--- src/core/adcseq_pkg.sv ---
package adcseq_pkg;

    // Register byte offsets
    localparam logic [7:0] CTRL_OFFSET   = 8'h00;
    localparam logic [7:0] SELECT_OFFSET = 8'h04;
    localparam logic [7:0] ACTIVE_OFFSET = 8'h08;
    localparam logic [7:0] RESULT_OFFSET = 8'h0c;

    // Control register fields
    localparam int CTRL_ENABLE_BIT = 0;
    localparam int CTRL_START_BIT  = 1;
    localparam int CTRL_AUTO_BIT   = 2;
    localparam int CTRL_FREE_BIT   = 3;
    localparam int CTRL_DONE_BIT   = 4;
    localparam int CTRL_PS_LSB     = 5;
    localparam int CTRL_PS_MSB     = 7;

    // Selection and active register fields
    localparam int SEL_CHAN_LSB  = 0;
    localparam int SEL_CHAN_MSB  = 5;
    localparam int SEL_REF_LSB   = 6;
    localparam int SEL_REF_MSB   = 7;
    localparam int ACTIVE_BUSY_BIT = 8;

    localparam int CHAN_W   = 6;
    localparam int REF_W    = 2;
    localparam int RESULT_W = 10;
    localparam int PS_W     = 3;
    localparam int PCNT_W   = 7;
    localparam int HALF_W   = 6;

    localparam logic [CHAN_W-1:0]   CHAN_RESET   = 6'h00;
    localparam logic [REF_W-1:0]    REF_RESET    = 2'h0;
    localparam logic [PS_W-1:0]     PS_RESET     = 3'h0;
    localparam logic [RESULT_W-1:0] RESULT_RESET = 10'h000;

    // Sample instant and length, in converter half cycles
    localparam logic [HALF_W-1:0] FIRST_SAMPLE_HALF  = 6'h1b;
    localparam logic [HALF_W-1:0] FIRST_END_HALF     = 6'h32;
    localparam logic [HALF_W-1:0] NORMAL_SAMPLE_HALF = 6'h03;
    localparam logic [HALF_W-1:0] NORMAL_END_HALF    = 6'h1a;
    localparam logic [HALF_W-1:0] AUTO_SAMPLE_HALF   = 6'h04;
    localparam logic [HALF_W-1:0] AUTO_END_HALF      = 6'h1b;
    localparam logic [HALF_W-1:0] FREE_SAMPLE_HALF   = 6'h05;
    localparam logic [HALF_W-1:0] FREE_END_HALF      = 6'h1c;
    // One converter cycle before the end
    localparam logic [HALF_W-1:0] LAST_CYCLE_HALVES  = 6'h02;

    localparam logic [1:0] HTRANS_NONSEQ = 2'h2;
    localparam logic       HRESP_OKAY    = 1'b0;

    typedef enum logic [1:0] {
        ADCSEQ_SLEEP_ACTIVE,
        ADCSEQ_SLEEP_IDLE,
        ADCSEQ_SLEEP_NOISE,
        ADCSEQ_SLEEP_OTHER
    } adcseq_sleep_type;

    typedef enum logic [1:0] {
        ADCSEQ_KIND_FIRST,
        ADCSEQ_KIND_NORMAL,
        ADCSEQ_KIND_AUTO,
        ADCSEQ_KIND_FREE
    } adcseq_kind_type;

    typedef struct packed {
        logic        hsel;
        logic [31:0] haddr;
        logic [1:0]  htrans;
        logic        hwrite;
        logic [2:0]  hsize;
        logic        hready;
        logic [31:0] hwdata;
    } adcseq_ahb_req_type;

    typedef struct packed {
        logic        hreadyout;
        logic        hresp;
        logic [31:0] hrdata;
    } adcseq_ahb_rsp_type;

    typedef struct packed {
        logic [REF_W-1:0]  ref_sel;
        logic [CHAN_W-1:0] chan_sel;
    } adcseq_select_type;

endpackage : adcseq_pkg

--- src/core/adcseq_sequencer.sv ---
// Decided for this implementation: the register offsets and register access over AHB-Lite.
`timescale 1ns/10ps
// Behaviour
// - Auto trigger resets the converter clock prescaler for fixed start delay.
// - Auto-triggered sample-and-hold two converter cycles after trigger rising edge.
// - Trigger passes three CPU cycles of synchronisation before starting.
// - Free running restarts at completion; start bit stays set.
// - Length and sample instant follow first, normal, auto or free case.
// - Selection buffer copies continuously into active selection until start.
// - Active selection frozen while conversion runs.
// - Copying resumes in the last converter cycle before done.
// - Written start begins conversion at next converter clock rising edge.
// - Free-running change after completion applies one conversion later.
// - Idle or noise sleep entry starts a conversion once CPU halted.
// - Sleep-started conversion still raises completion request after early wake.
// - Other sleep states never disable the converter automatically.
// - Completion stores result, sets done flag, clears start in single mode.
// - Prescaler runs while enabled, held in reset while disabled.
// - Trigger edges during a conversion are ignored.
module adcseq_sequencer (
    // Clock and reset
    input  wire logic                           i_mclk,
    input  wire logic                           i_rst,
    // AHB-Lite register port
    input  wire adcseq_pkg::adcseq_ahb_req_type i_ahb,
    output adcseq_pkg::adcseq_ahb_rsp_type      o_ahb,
    // Core sleep state
    input  wire adcseq_pkg::adcseq_sleep_type   i_sleep_mode,
    input  wire logic                           i_cpu_halted,
    // Trigger source pin
    input  wire logic                           i_trigger,
    // Analog sampling path
    input  wire logic [adcseq_pkg::RESULT_W-1:0] i_sar_result,
    output adcseq_pkg::adcseq_select_type       o_active_select,
    output logic                                o_converter_clock,
    output logic                                o_sample_hold,
    output logic                                o_converting,
    output logic                                o_conversion_done,
    output logic                                o_conversion_done_flag
);

    typedef enum logic [1:0] {
        ADCSEQ_IDLE,
        ADCSEQ_WAIT_EDGE,
        ADCSEQ_CONVERT
    } adcseq_state_type;

    function automatic logic [adcseq_pkg::PCNT_W-1:0] half_length(
        input logic [adcseq_pkg::PS_W-1:0] ps);
        logic [adcseq_pkg::PCNT_W-1:0] len;
        len = 7'h01;
        if (ps != 3'h0) begin
            len = 7'h01 << (ps - 3'h1);
        end
        return len;
    endfunction : half_length

    function automatic logic [adcseq_pkg::HALF_W-1:0] end_half(
        input adcseq_pkg::adcseq_kind_type kind);
        logic [adcseq_pkg::HALF_W-1:0] h;
        h = adcseq_pkg::NORMAL_END_HALF;
        unique case (kind)
            adcseq_pkg::ADCSEQ_KIND_FIRST:  h = adcseq_pkg::FIRST_END_HALF;
            adcseq_pkg::ADCSEQ_KIND_NORMAL: h = adcseq_pkg::NORMAL_END_HALF;
            adcseq_pkg::ADCSEQ_KIND_AUTO:   h = adcseq_pkg::AUTO_END_HALF;
            adcseq_pkg::ADCSEQ_KIND_FREE:   h = adcseq_pkg::FREE_END_HALF;
        endcase
        return h;
    endfunction : end_half

    function automatic logic [adcseq_pkg::HALF_W-1:0] sample_half(
        input adcseq_pkg::adcseq_kind_type kind);
        logic [adcseq_pkg::HALF_W-1:0] h;
        h = adcseq_pkg::NORMAL_SAMPLE_HALF;
        unique case (kind)
            adcseq_pkg::ADCSEQ_KIND_FIRST:  h = adcseq_pkg::FIRST_SAMPLE_HALF;
            adcseq_pkg::ADCSEQ_KIND_NORMAL: h = adcseq_pkg::NORMAL_SAMPLE_HALF;
            adcseq_pkg::ADCSEQ_KIND_AUTO:   h = adcseq_pkg::AUTO_SAMPLE_HALF;
            adcseq_pkg::ADCSEQ_KIND_FREE:   h = adcseq_pkg::FREE_SAMPLE_HALF;
        endcase
        return h;
    endfunction : sample_half

    logic                              converter_enable_reg;
    logic                              conversion_start_bit_reg;
    logic                              auto_trigger_enable_reg;
    logic                              free_run_reg;
    logic                              conversion_done_flag_reg;
    logic [adcseq_pkg::PS_W-1:0]       prescale_reg;
    adcseq_pkg::adcseq_select_type     input_select_register_reg;
    adcseq_pkg::adcseq_select_type     active_select_reg;
    logic [adcseq_pkg::RESULT_W-1:0]   result_reg;
    logic                              first_pending_reg;
    logic [adcseq_pkg::PCNT_W-1:0]     pcnt_reg;
    logic                              adc_clk_reg;
    adcseq_state_type                  state_reg;
    adcseq_pkg::adcseq_kind_type       kind_reg;
    logic [adcseq_pkg::HALF_W-1:0]     half_reg;
    logic                              sample_reg;
    logic                              done_pulse_reg;
    logic [2:0]                        trig_sync_reg;
    adcseq_pkg::adcseq_sleep_type      sleep_prev_reg;
    logic                              sleep_arm_reg;
    logic                              wr_phase_reg;
    logic [7:0]                        wr_addr_reg;
    logic [31:0]                       rdata_reg;

    logic                              half_tick;
    logic                              rise_tick;
    logic                              trig_edge;
    logic                              auto_start;
    logic                              sw_start;
    logic                              sleep_start;
    logic [adcseq_pkg::HALF_W-1:0]     half_next;
    logic                              finish;
    logic                              locked;
    logic                              addr_phase;
    logic                              ctrl_write;
    logic [31:0]                       wdata;

    assign addr_phase = i_ahb.hsel && i_ahb.hready && (i_ahb.htrans == adcseq_pkg::HTRANS_NONSEQ);
    assign ctrl_write = wr_phase_reg && (wr_addr_reg == adcseq_pkg::CTRL_OFFSET);
    assign wdata      = i_ahb.hwdata;

    // Two sync stages plus edge stage
    assign trig_edge  = trig_sync_reg[1] && !trig_sync_reg[2];
    assign auto_start = converter_enable_reg && auto_trigger_enable_reg && !free_run_reg
                        && trig_edge && (state_reg != ADCSEQ_CONVERT);
    assign sw_start   = ctrl_write && wdata[adcseq_pkg::CTRL_START_BIT]
                        && wdata[adcseq_pkg::CTRL_ENABLE_BIT];
    assign sleep_start = sleep_arm_reg && i_cpu_halted;

    assign half_tick = converter_enable_reg && (pcnt_reg == half_length(prescale_reg) - 7'h01);
    assign rise_tick = half_tick && !adc_clk_reg;
    assign half_next = half_reg + 6'h01;
    assign finish    = (state_reg == ADCSEQ_CONVERT) && half_tick
                       && (half_next == end_half(kind_reg));
    assign locked    = (state_reg == ADCSEQ_CONVERT)
                       && (half_reg + adcseq_pkg::LAST_CYCLE_HALVES < end_half(kind_reg));

    // Bus slave: address phase captured, write applied in data phase
    always_ff @(posedge i_mclk or posedge i_rst) begin
        if (i_rst) begin
            wr_phase_reg <= 1'b0;
            wr_addr_reg  <= 8'h00;
            rdata_reg    <= 32'h0000_0000;
        end else begin
            wr_phase_reg <= addr_phase && i_ahb.hwrite;
            wr_addr_reg  <= i_ahb.haddr[7:0];
            if (addr_phase && !i_ahb.hwrite) begin
                unique case (i_ahb.haddr[7:0])
                    adcseq_pkg::CTRL_OFFSET: rdata_reg <= {24'h000000, prescale_reg,
                        conversion_done_flag_reg, free_run_reg, auto_trigger_enable_reg,
                        conversion_start_bit_reg, converter_enable_reg};
                    adcseq_pkg::SELECT_OFFSET: rdata_reg <= {24'h000000, input_select_register_reg};
                    adcseq_pkg::ACTIVE_OFFSET: rdata_reg <= {23'h000000,
                        state_reg == ADCSEQ_CONVERT, active_select_reg};
                    adcseq_pkg::RESULT_OFFSET: rdata_reg <= {22'h000000, result_reg};
                    default: rdata_reg <= 32'h0000_0000;
                endcase
            end
        end
    end

    // Software-owned control and selection buffer
    always_ff @(posedge i_mclk or posedge i_rst) begin
        if (i_rst) begin
            converter_enable_reg      <= 1'b0;
            auto_trigger_enable_reg   <= 1'b0;
            free_run_reg              <= 1'b0;
            prescale_reg              <= adcseq_pkg::PS_RESET;
            input_select_register_reg <= '{ref_sel: adcseq_pkg::REF_RESET,
                                           chan_sel: adcseq_pkg::CHAN_RESET};
        end else begin
            if (ctrl_write) begin
                converter_enable_reg    <= wdata[adcseq_pkg::CTRL_ENABLE_BIT];
                auto_trigger_enable_reg <= wdata[adcseq_pkg::CTRL_AUTO_BIT];
                free_run_reg            <= wdata[adcseq_pkg::CTRL_FREE_BIT];
                prescale_reg <= wdata[adcseq_pkg::CTRL_PS_MSB:adcseq_pkg::CTRL_PS_LSB];
            end
            if (wr_phase_reg && (wr_addr_reg == adcseq_pkg::SELECT_OFFSET)) begin
                input_select_register_reg <= wdata[adcseq_pkg::SEL_REF_MSB:adcseq_pkg::SEL_CHAN_LSB];
            end
        end
    end

    // Prescaler and converter clock
    always_ff @(posedge i_mclk or posedge i_rst) begin
        if (i_rst) begin
            pcnt_reg    <= 7'h00;
            adc_clk_reg <= 1'b0;
        end else if (!converter_enable_reg || auto_start) begin
            pcnt_reg    <= 7'h00;
            adc_clk_reg <= 1'b0;
        end else if (half_tick) begin
            pcnt_reg    <= 7'h00;
            adc_clk_reg <= !adc_clk_reg;
        end else begin
            pcnt_reg    <= pcnt_reg + 7'h01;
        end
    end

    // Trigger synchroniser
    always_ff @(posedge i_mclk or posedge i_rst) begin
        if (i_rst) begin
            trig_sync_reg <= 3'h0;
        end else begin
            trig_sync_reg <= {trig_sync_reg[1:0], i_trigger};
        end
    end

    // Sleep entry starts a conversion once the core halts
    always_ff @(posedge i_mclk or posedge i_rst) begin
        if (i_rst) begin
            sleep_prev_reg <= adcseq_pkg::ADCSEQ_SLEEP_ACTIVE;
            sleep_arm_reg  <= 1'b0;
        end else begin
            sleep_prev_reg <= i_sleep_mode;
            if (i_sleep_mode != sleep_prev_reg && converter_enable_reg
                && state_reg == ADCSEQ_IDLE
                && (i_sleep_mode == adcseq_pkg::ADCSEQ_SLEEP_IDLE
                    || i_sleep_mode == adcseq_pkg::ADCSEQ_SLEEP_NOISE)) begin
                sleep_arm_reg <= 1'b1;
            end else if (sleep_start || !converter_enable_reg) begin
                sleep_arm_reg <= 1'b0;
            end
        end
    end

    // Conversion sequencer
    always_ff @(posedge i_mclk or posedge i_rst) begin
        if (i_rst) begin
            state_reg         <= ADCSEQ_IDLE;
            kind_reg          <= adcseq_pkg::ADCSEQ_KIND_FIRST;
            half_reg          <= 6'h00;
            first_pending_reg <= 1'b1;
            sample_reg        <= 1'b0;
        end else begin
            sample_reg <= 1'b0;
            if (!converter_enable_reg) begin
                state_reg         <= ADCSEQ_IDLE;
                first_pending_reg <= 1'b1;
            end else begin
                unique case (state_reg)
                    ADCSEQ_IDLE: begin
                        if (auto_start) begin
                            state_reg <= ADCSEQ_CONVERT;
                            half_reg  <= 6'h00;
                            kind_reg  <= first_pending_reg ? adcseq_pkg::ADCSEQ_KIND_FIRST
                                                           : adcseq_pkg::ADCSEQ_KIND_AUTO;
                            first_pending_reg <= 1'b0;
                        end else if (sw_start || sleep_start) begin
                            state_reg <= ADCSEQ_WAIT_EDGE;
                        end
                    end
                    ADCSEQ_WAIT_EDGE: begin
                        if (auto_start) begin
                            state_reg <= ADCSEQ_CONVERT;
                            half_reg  <= 6'h00;
                            kind_reg  <= first_pending_reg ? adcseq_pkg::ADCSEQ_KIND_FIRST
                                                           : adcseq_pkg::ADCSEQ_KIND_AUTO;
                            first_pending_reg <= 1'b0;
                        end else if (rise_tick) begin
                            state_reg <= ADCSEQ_CONVERT;
                            half_reg  <= 6'h00;
                            kind_reg  <= first_pending_reg ? adcseq_pkg::ADCSEQ_KIND_FIRST
                                                           : adcseq_pkg::ADCSEQ_KIND_NORMAL;
                            first_pending_reg <= 1'b0;
                        end
                    end
                    ADCSEQ_CONVERT: begin
                        if (half_tick) begin
                            half_reg <= half_next;
                            sample_reg <= (half_next == sample_half(kind_reg));
                        end
                        if (finish) begin
                            if (auto_trigger_enable_reg && free_run_reg) begin
                                half_reg <= 6'h00;
                                kind_reg <= adcseq_pkg::ADCSEQ_KIND_FREE;
                            end else begin
                                state_reg <= ADCSEQ_IDLE;
                            end
                        end
                    end
                    default: state_reg <= ADCSEQ_IDLE;
                endcase
            end
        end
    end

    // Active selection copy
    always_ff @(posedge i_mclk or posedge i_rst) begin
        if (i_rst) begin
            active_select_reg <= '{ref_sel: adcseq_pkg::REF_RESET,
                                   chan_sel: adcseq_pkg::CHAN_RESET};
        end else if (converter_enable_reg && !locked && !(finish && free_run_reg
                     && auto_trigger_enable_reg)) begin
            active_select_reg <= input_select_register_reg;
        end
    end

    // Completion: result, flag and start bit
    always_ff @(posedge i_mclk or posedge i_rst) begin
        if (i_rst) begin
            conversion_start_bit_reg <= 1'b0;
            conversion_done_flag_reg <= 1'b0;
            result_reg               <= adcseq_pkg::RESULT_RESET;
            done_pulse_reg           <= 1'b0;
        end else begin
            done_pulse_reg <= finish;
            if (finish) begin
                result_reg <= i_sar_result;
            end
            if (finish) begin
                conversion_done_flag_reg <= 1'b1;
            end else if (ctrl_write && wdata[adcseq_pkg::CTRL_DONE_BIT]) begin
                conversion_done_flag_reg <= 1'b0;
            end
            if (!converter_enable_reg) begin
                conversion_start_bit_reg <= 1'b0;
            end else if (sw_start || sleep_start || auto_start) begin
                conversion_start_bit_reg <= 1'b1;
            end else if (finish && !(auto_trigger_enable_reg && free_run_reg)) begin
                conversion_start_bit_reg <= 1'b0;
            end
        end
    end

    assign o_ahb = '{hreadyout: 1'b1, hresp: adcseq_pkg::HRESP_OKAY, hrdata: rdata_reg};
    assign o_active_select        = active_select_reg;
    assign o_converter_clock      = adc_clk_reg;
    assign o_sample_hold          = sample_reg;
    assign o_converting           = conversion_start_bit_reg;
    assign o_conversion_done      = done_pulse_reg;
    assign o_conversion_done_flag = conversion_done_flag_reg;

endmodule : adcseq_sequencer

--- config.mk ---
export PLATFORM = sky130hd
export DESIGN_NAME = adcseq_sequencer
export DESIGN_NICKNAME = d
export VERILOG_FILES = /design/src/core/adcseq_pkg.sv /design/src/core/adcseq_sequencer.sv
export SDC_FILE = /design/constraint.sdc
export NUM_CORES = 1
export LEC_CHECK = 0
export ABC_AREA = 0
export ABC_CLOCK_PERIOD_IN_PS = 2860
export BUFFER_PORTS_ARGS = -buffer_cell sky130_fd_sc_hd__clkbuf_2
export CAP_MARGIN = 25
export CELL_PAD_IN_SITES_DETAIL_PLACEMENT = 1
export CELL_PAD_IN_SITES_GLOBAL_PLACEMENT = 2
export CORE_MARGIN = 8
export CORE_UTILIZATION = 28
export DETAILED_ROUTE_END_ITERATION = 10
export GPL_ROUTABILITY_DRIVEN = 1
export PLACE_DENSITY_LB_ADDON = 0.1
export SYNTH_ARGS = -nofsm -noshare
export SYNTH_HDL_FRONTEND = slang
export SYNTH_SLANG_ARGS = --single-unit
--- constraint.sdc ---
create_clock -name i_mclk -period 2.86 [get_ports i_mclk]
set_clock_uncertainty 0.15 [all_clocks]
set_input_delay 0.286 -clock i_mclk [delete_from_list [all_inputs] [get_ports i_mclk]]
set_output_delay 0.286 -clock i_mclk [all_outputs]
set_load 0.01 [all_outputs]
==> impl_metrics.toml <==
[run_status]
status = "finished clean"

[layout]
final_area_um2 = 5400
fill_cells = 1648
n_antenna_cell = 0
layout-drive-gt1-share_pct = 33.9
layout.nets = 604
syn_to_final_growth_pct = 28.6

[yosys]
yosysWarnings = 0
syn_area_per_cell_um2 = 10.6
synth_area_um2 = 4200
synth_area_leaders = "dfrtp_1 47%, mux2_2 8.9%, buf_4 4.8%"
ys_ff_latch = 80
synth_largest_area_cell = "dfrtp_1"
synthArstFlopShare_pct = 100
seq_area_frac_synth_pct = 47.7
synth_top_area_share_pct = 47.1
synth_cell_types = 56
syn_inst = 395
synth_ff_type = "dfrtp_1"
synth_edf_count = 0

[pwr]
power_switching_uw = 623
p_sw_share_pct = 23.8
pwr-share-clk_pct = 45.9
power.density_nw_per_um2 = 484
p_int_mw = 1.99
p_total_mw = 2.61
p_comb_share_pct = 7.7
irDropWorstVdd_v = 0.000329
p_seq_share_pct = 46.4
p_leak_nw = 2.50

[timing]
period_needed_ns = 2.81
finalHoldViolations = 0
rsz0062_at_grt = "true"
relSlewSlack_pct = 47.1
tightestPinTransition_ns = 0.793
maxSlewViolCount = 0
period_share_pct = 98.1
max_freq_ghz = 0.356
setup_viol = 0
timing.final.ws_setup_ns = 0.0544

[critical_path]
critPathArrivalTime_ns = 2.88
crit_path_end_kind = "flip-flop"
path_max_fanout = 4
cp-start-kind = "flip-flop"
worstSetupPathType = "flip-flop to flip-flop"
path_cells = "and2b_2 > nand2b_4 > ha_4 > xor2_2 > o2111ai_2 > nor4_4 > o21ai_4 > buf_6 > nor3b_4 > o22ai_2 > mux2_4"
critPathSlowestCell = "dfrtp_1"
max_stage_delay_ns = 0.41
rr_worst_depth = 11
worstPathRequired_ns = 2.94

[floorplanning]
row_count = 44
start_util_pct = 28.8
core-area_um2 = 14600
fp.dieW_um = 138
die_y_um = 138
io_pins = 135
die_area_um2 = 19200

[worst_hold_path]
holdCritPathClass = "input pin to flip-flop"
min_delay_path_depth = 2

[detailed_routing]
viasPerCell = 4.70
drtIter0Drc = 124
via_count = 3251
drc = 0
dr.pass1.iters = 4
detail-route-antenna-nets = 0
wire_per_inst_um = 17.0
routed_wirelength_um = 11700

[place]
io_buffer_count = 59
place.gp.congestion = 0.733
place_worst_setup_slack_ns = -0.182
hpwl_um = 8550
postPlaceCellArea_um2 = 4810

[job]
drv_cap = 0

[global_routing]
antenna_found_initial = 0
grt_pass1_wl_um = 19600
track_usage_pct = 12.8
overflow = 0
grt_max_degree = 44
grt_pass1_vias = 3641

[clocking]
clk_latency_ns = 0.34
cts-htree-levels = 3
clock_path_buffers = 2
cts_sinks = 80
cts_made_buffers = 9
cts_root_buf = "clkbuf_16"
cts_tree = "yes"
cts.clk_slew.worst_paths_ns = 0.06
[placed cells by master, fill, tap and decap left out, types with 3 or more instances in the layout]
cell type      count
a21oi_1            9
a22oi_1           17
a31oi_1            8
and3_1             4
buf_4             38
clkbuf_16          9
clkbuf_2          59
conb_1            24
dfrtp_1           79
dlygate4sd3_1     13
ha_1              12
inv_1             20
mux2_2            32
mux2i_1            4
nand2_1           28
nand3_1           12
nor2_1            34
nor2b_1            5
nor3_1             6
nor4b_1            3
o211ai_1           3
o21a_1             5
o21ai_0            9
xnor2_1           11
xor2_1             8
[synthesized netlist by cell type (all sizes together), types with 4 or more instances]
library cell	count
ha	13
clkbuf	7
xnor2	11
a21oi	11
xor2	9
dfrtp	79
nor2b	5
a31oi	9
o211ai	4
o21a	5
o21ai	10
buf	32
mux2	33
mux2i	4
a22oi	17
nor3	6
nor2	36
inv	21
and3	4
nand2	28
nand3	13
[logic make-up (layout without fill, tap and decap cells)]
family	after synthesis	in the layout	synth area share (%)
and+or+nand+nor	112	112	13.6
DFF	80	80	47.7
AOI/OAI and AO/OA	71	71	12.1
buffers and inverters	60	150	8.44
muxes	37	37	9.81
xor gates and xnor gates	20	20	4.18
adders and majority gates	13	13	3.88
other	2	24	0.179
[what timing repair did]
item / in CTS / in global routing
pin swaps: 8 / 5
setup buffers: 5 / 2
endpoints found under the setup margin: 29 / 34
hold buffers: 13 / 0
endpoints found under the hold margin: 52 / 0
gates resized for setup: 16 / 4
[critical path, delay by kind of cell (launching register included)]
family,cells,cell delay [ns]
and+or+nand+nor,4,0.86
DFF,1,0.41
AOI/OAI and AO/OA,3,0.40
muxes,1,0.30
adders and majority gates,1,0.27
buffers and inverters,1,0.15
xor gates and xnor gates,1,0.13
[routing by layer]
metal | wire [um] | part of all wire (%) | vias to the layer above | global-route usage, %
li1 | - | - | 1544 | -
met1 | 5220 | 45 | 1637 | 15.1
met2 | 5760 | 49 | 60 | 21.7
met3 | 628 | 5.4 | 10 | 4.28
met4 | 122 | 1.0 | 0 | 3.20
met5 | 0 | 0 | - | 0
[path summary, 6_finish.rpt]
check                                  from               end  slack [ns]
max reg2reg                 prescale_reg[2]      state_reg[0]        0.05
min                         i_sar_result[4]     result_reg[4]        0.03
min reg2reg                trig_sync_reg[0]  trig_sync_reg[1]        0.21
min in group asynchronous             i_rst  trig_sync_reg[0]        0.46
max                         prescale_reg[2]      state_reg[0]        0.05
max in group asynchronous             i_rst    wr_addr_reg[2]        1.29
[final cells by class]
type	instances	area (um^2)	area share (%)
clock inverter	4	53.8	0.997
multi-input combinational	277	2010	37.2
sequential	80	2000	37.1
tap	184	230	4.27
inverter	21	80.1	1.48
clock buffer	11	253	4.68
timing repair buffer	114	768	14.2
[power groups by stage]
stage / Combinational [mW] / Sequential (mW) / Clock [mW]
after floorplan: 0.104 / 1.24 / 0
after global routing: 0.228 / 1.22 / 1.30
final: 0.201 / 1.21 / 1.20
after CTS: 0.206 / 1.21 / 1.25
after detailed placement: 0.190 / 1.24 / 0
after global placement: 0.187 / 1.23 / 0
[metrics by stage]
stage | cells | util (%) | hold slack [ns] | setup TNS, ns
after floorplan | 417 | - | 0.167 | 0
after global placement | 656 | 33.0 | 0.207 | -0.939
after detailed placement | 656 | 33.0 | 0.204 | -1.98
after CTS | 689 | 36.7 | 0.0144 | -0.0779
after global routing | 691 | 37.0 | 0.0169 | -0.0560
final | 691 | 37.0 | 0.0269 | 0
Note: power is estimated with default switching activity, not from simulation.
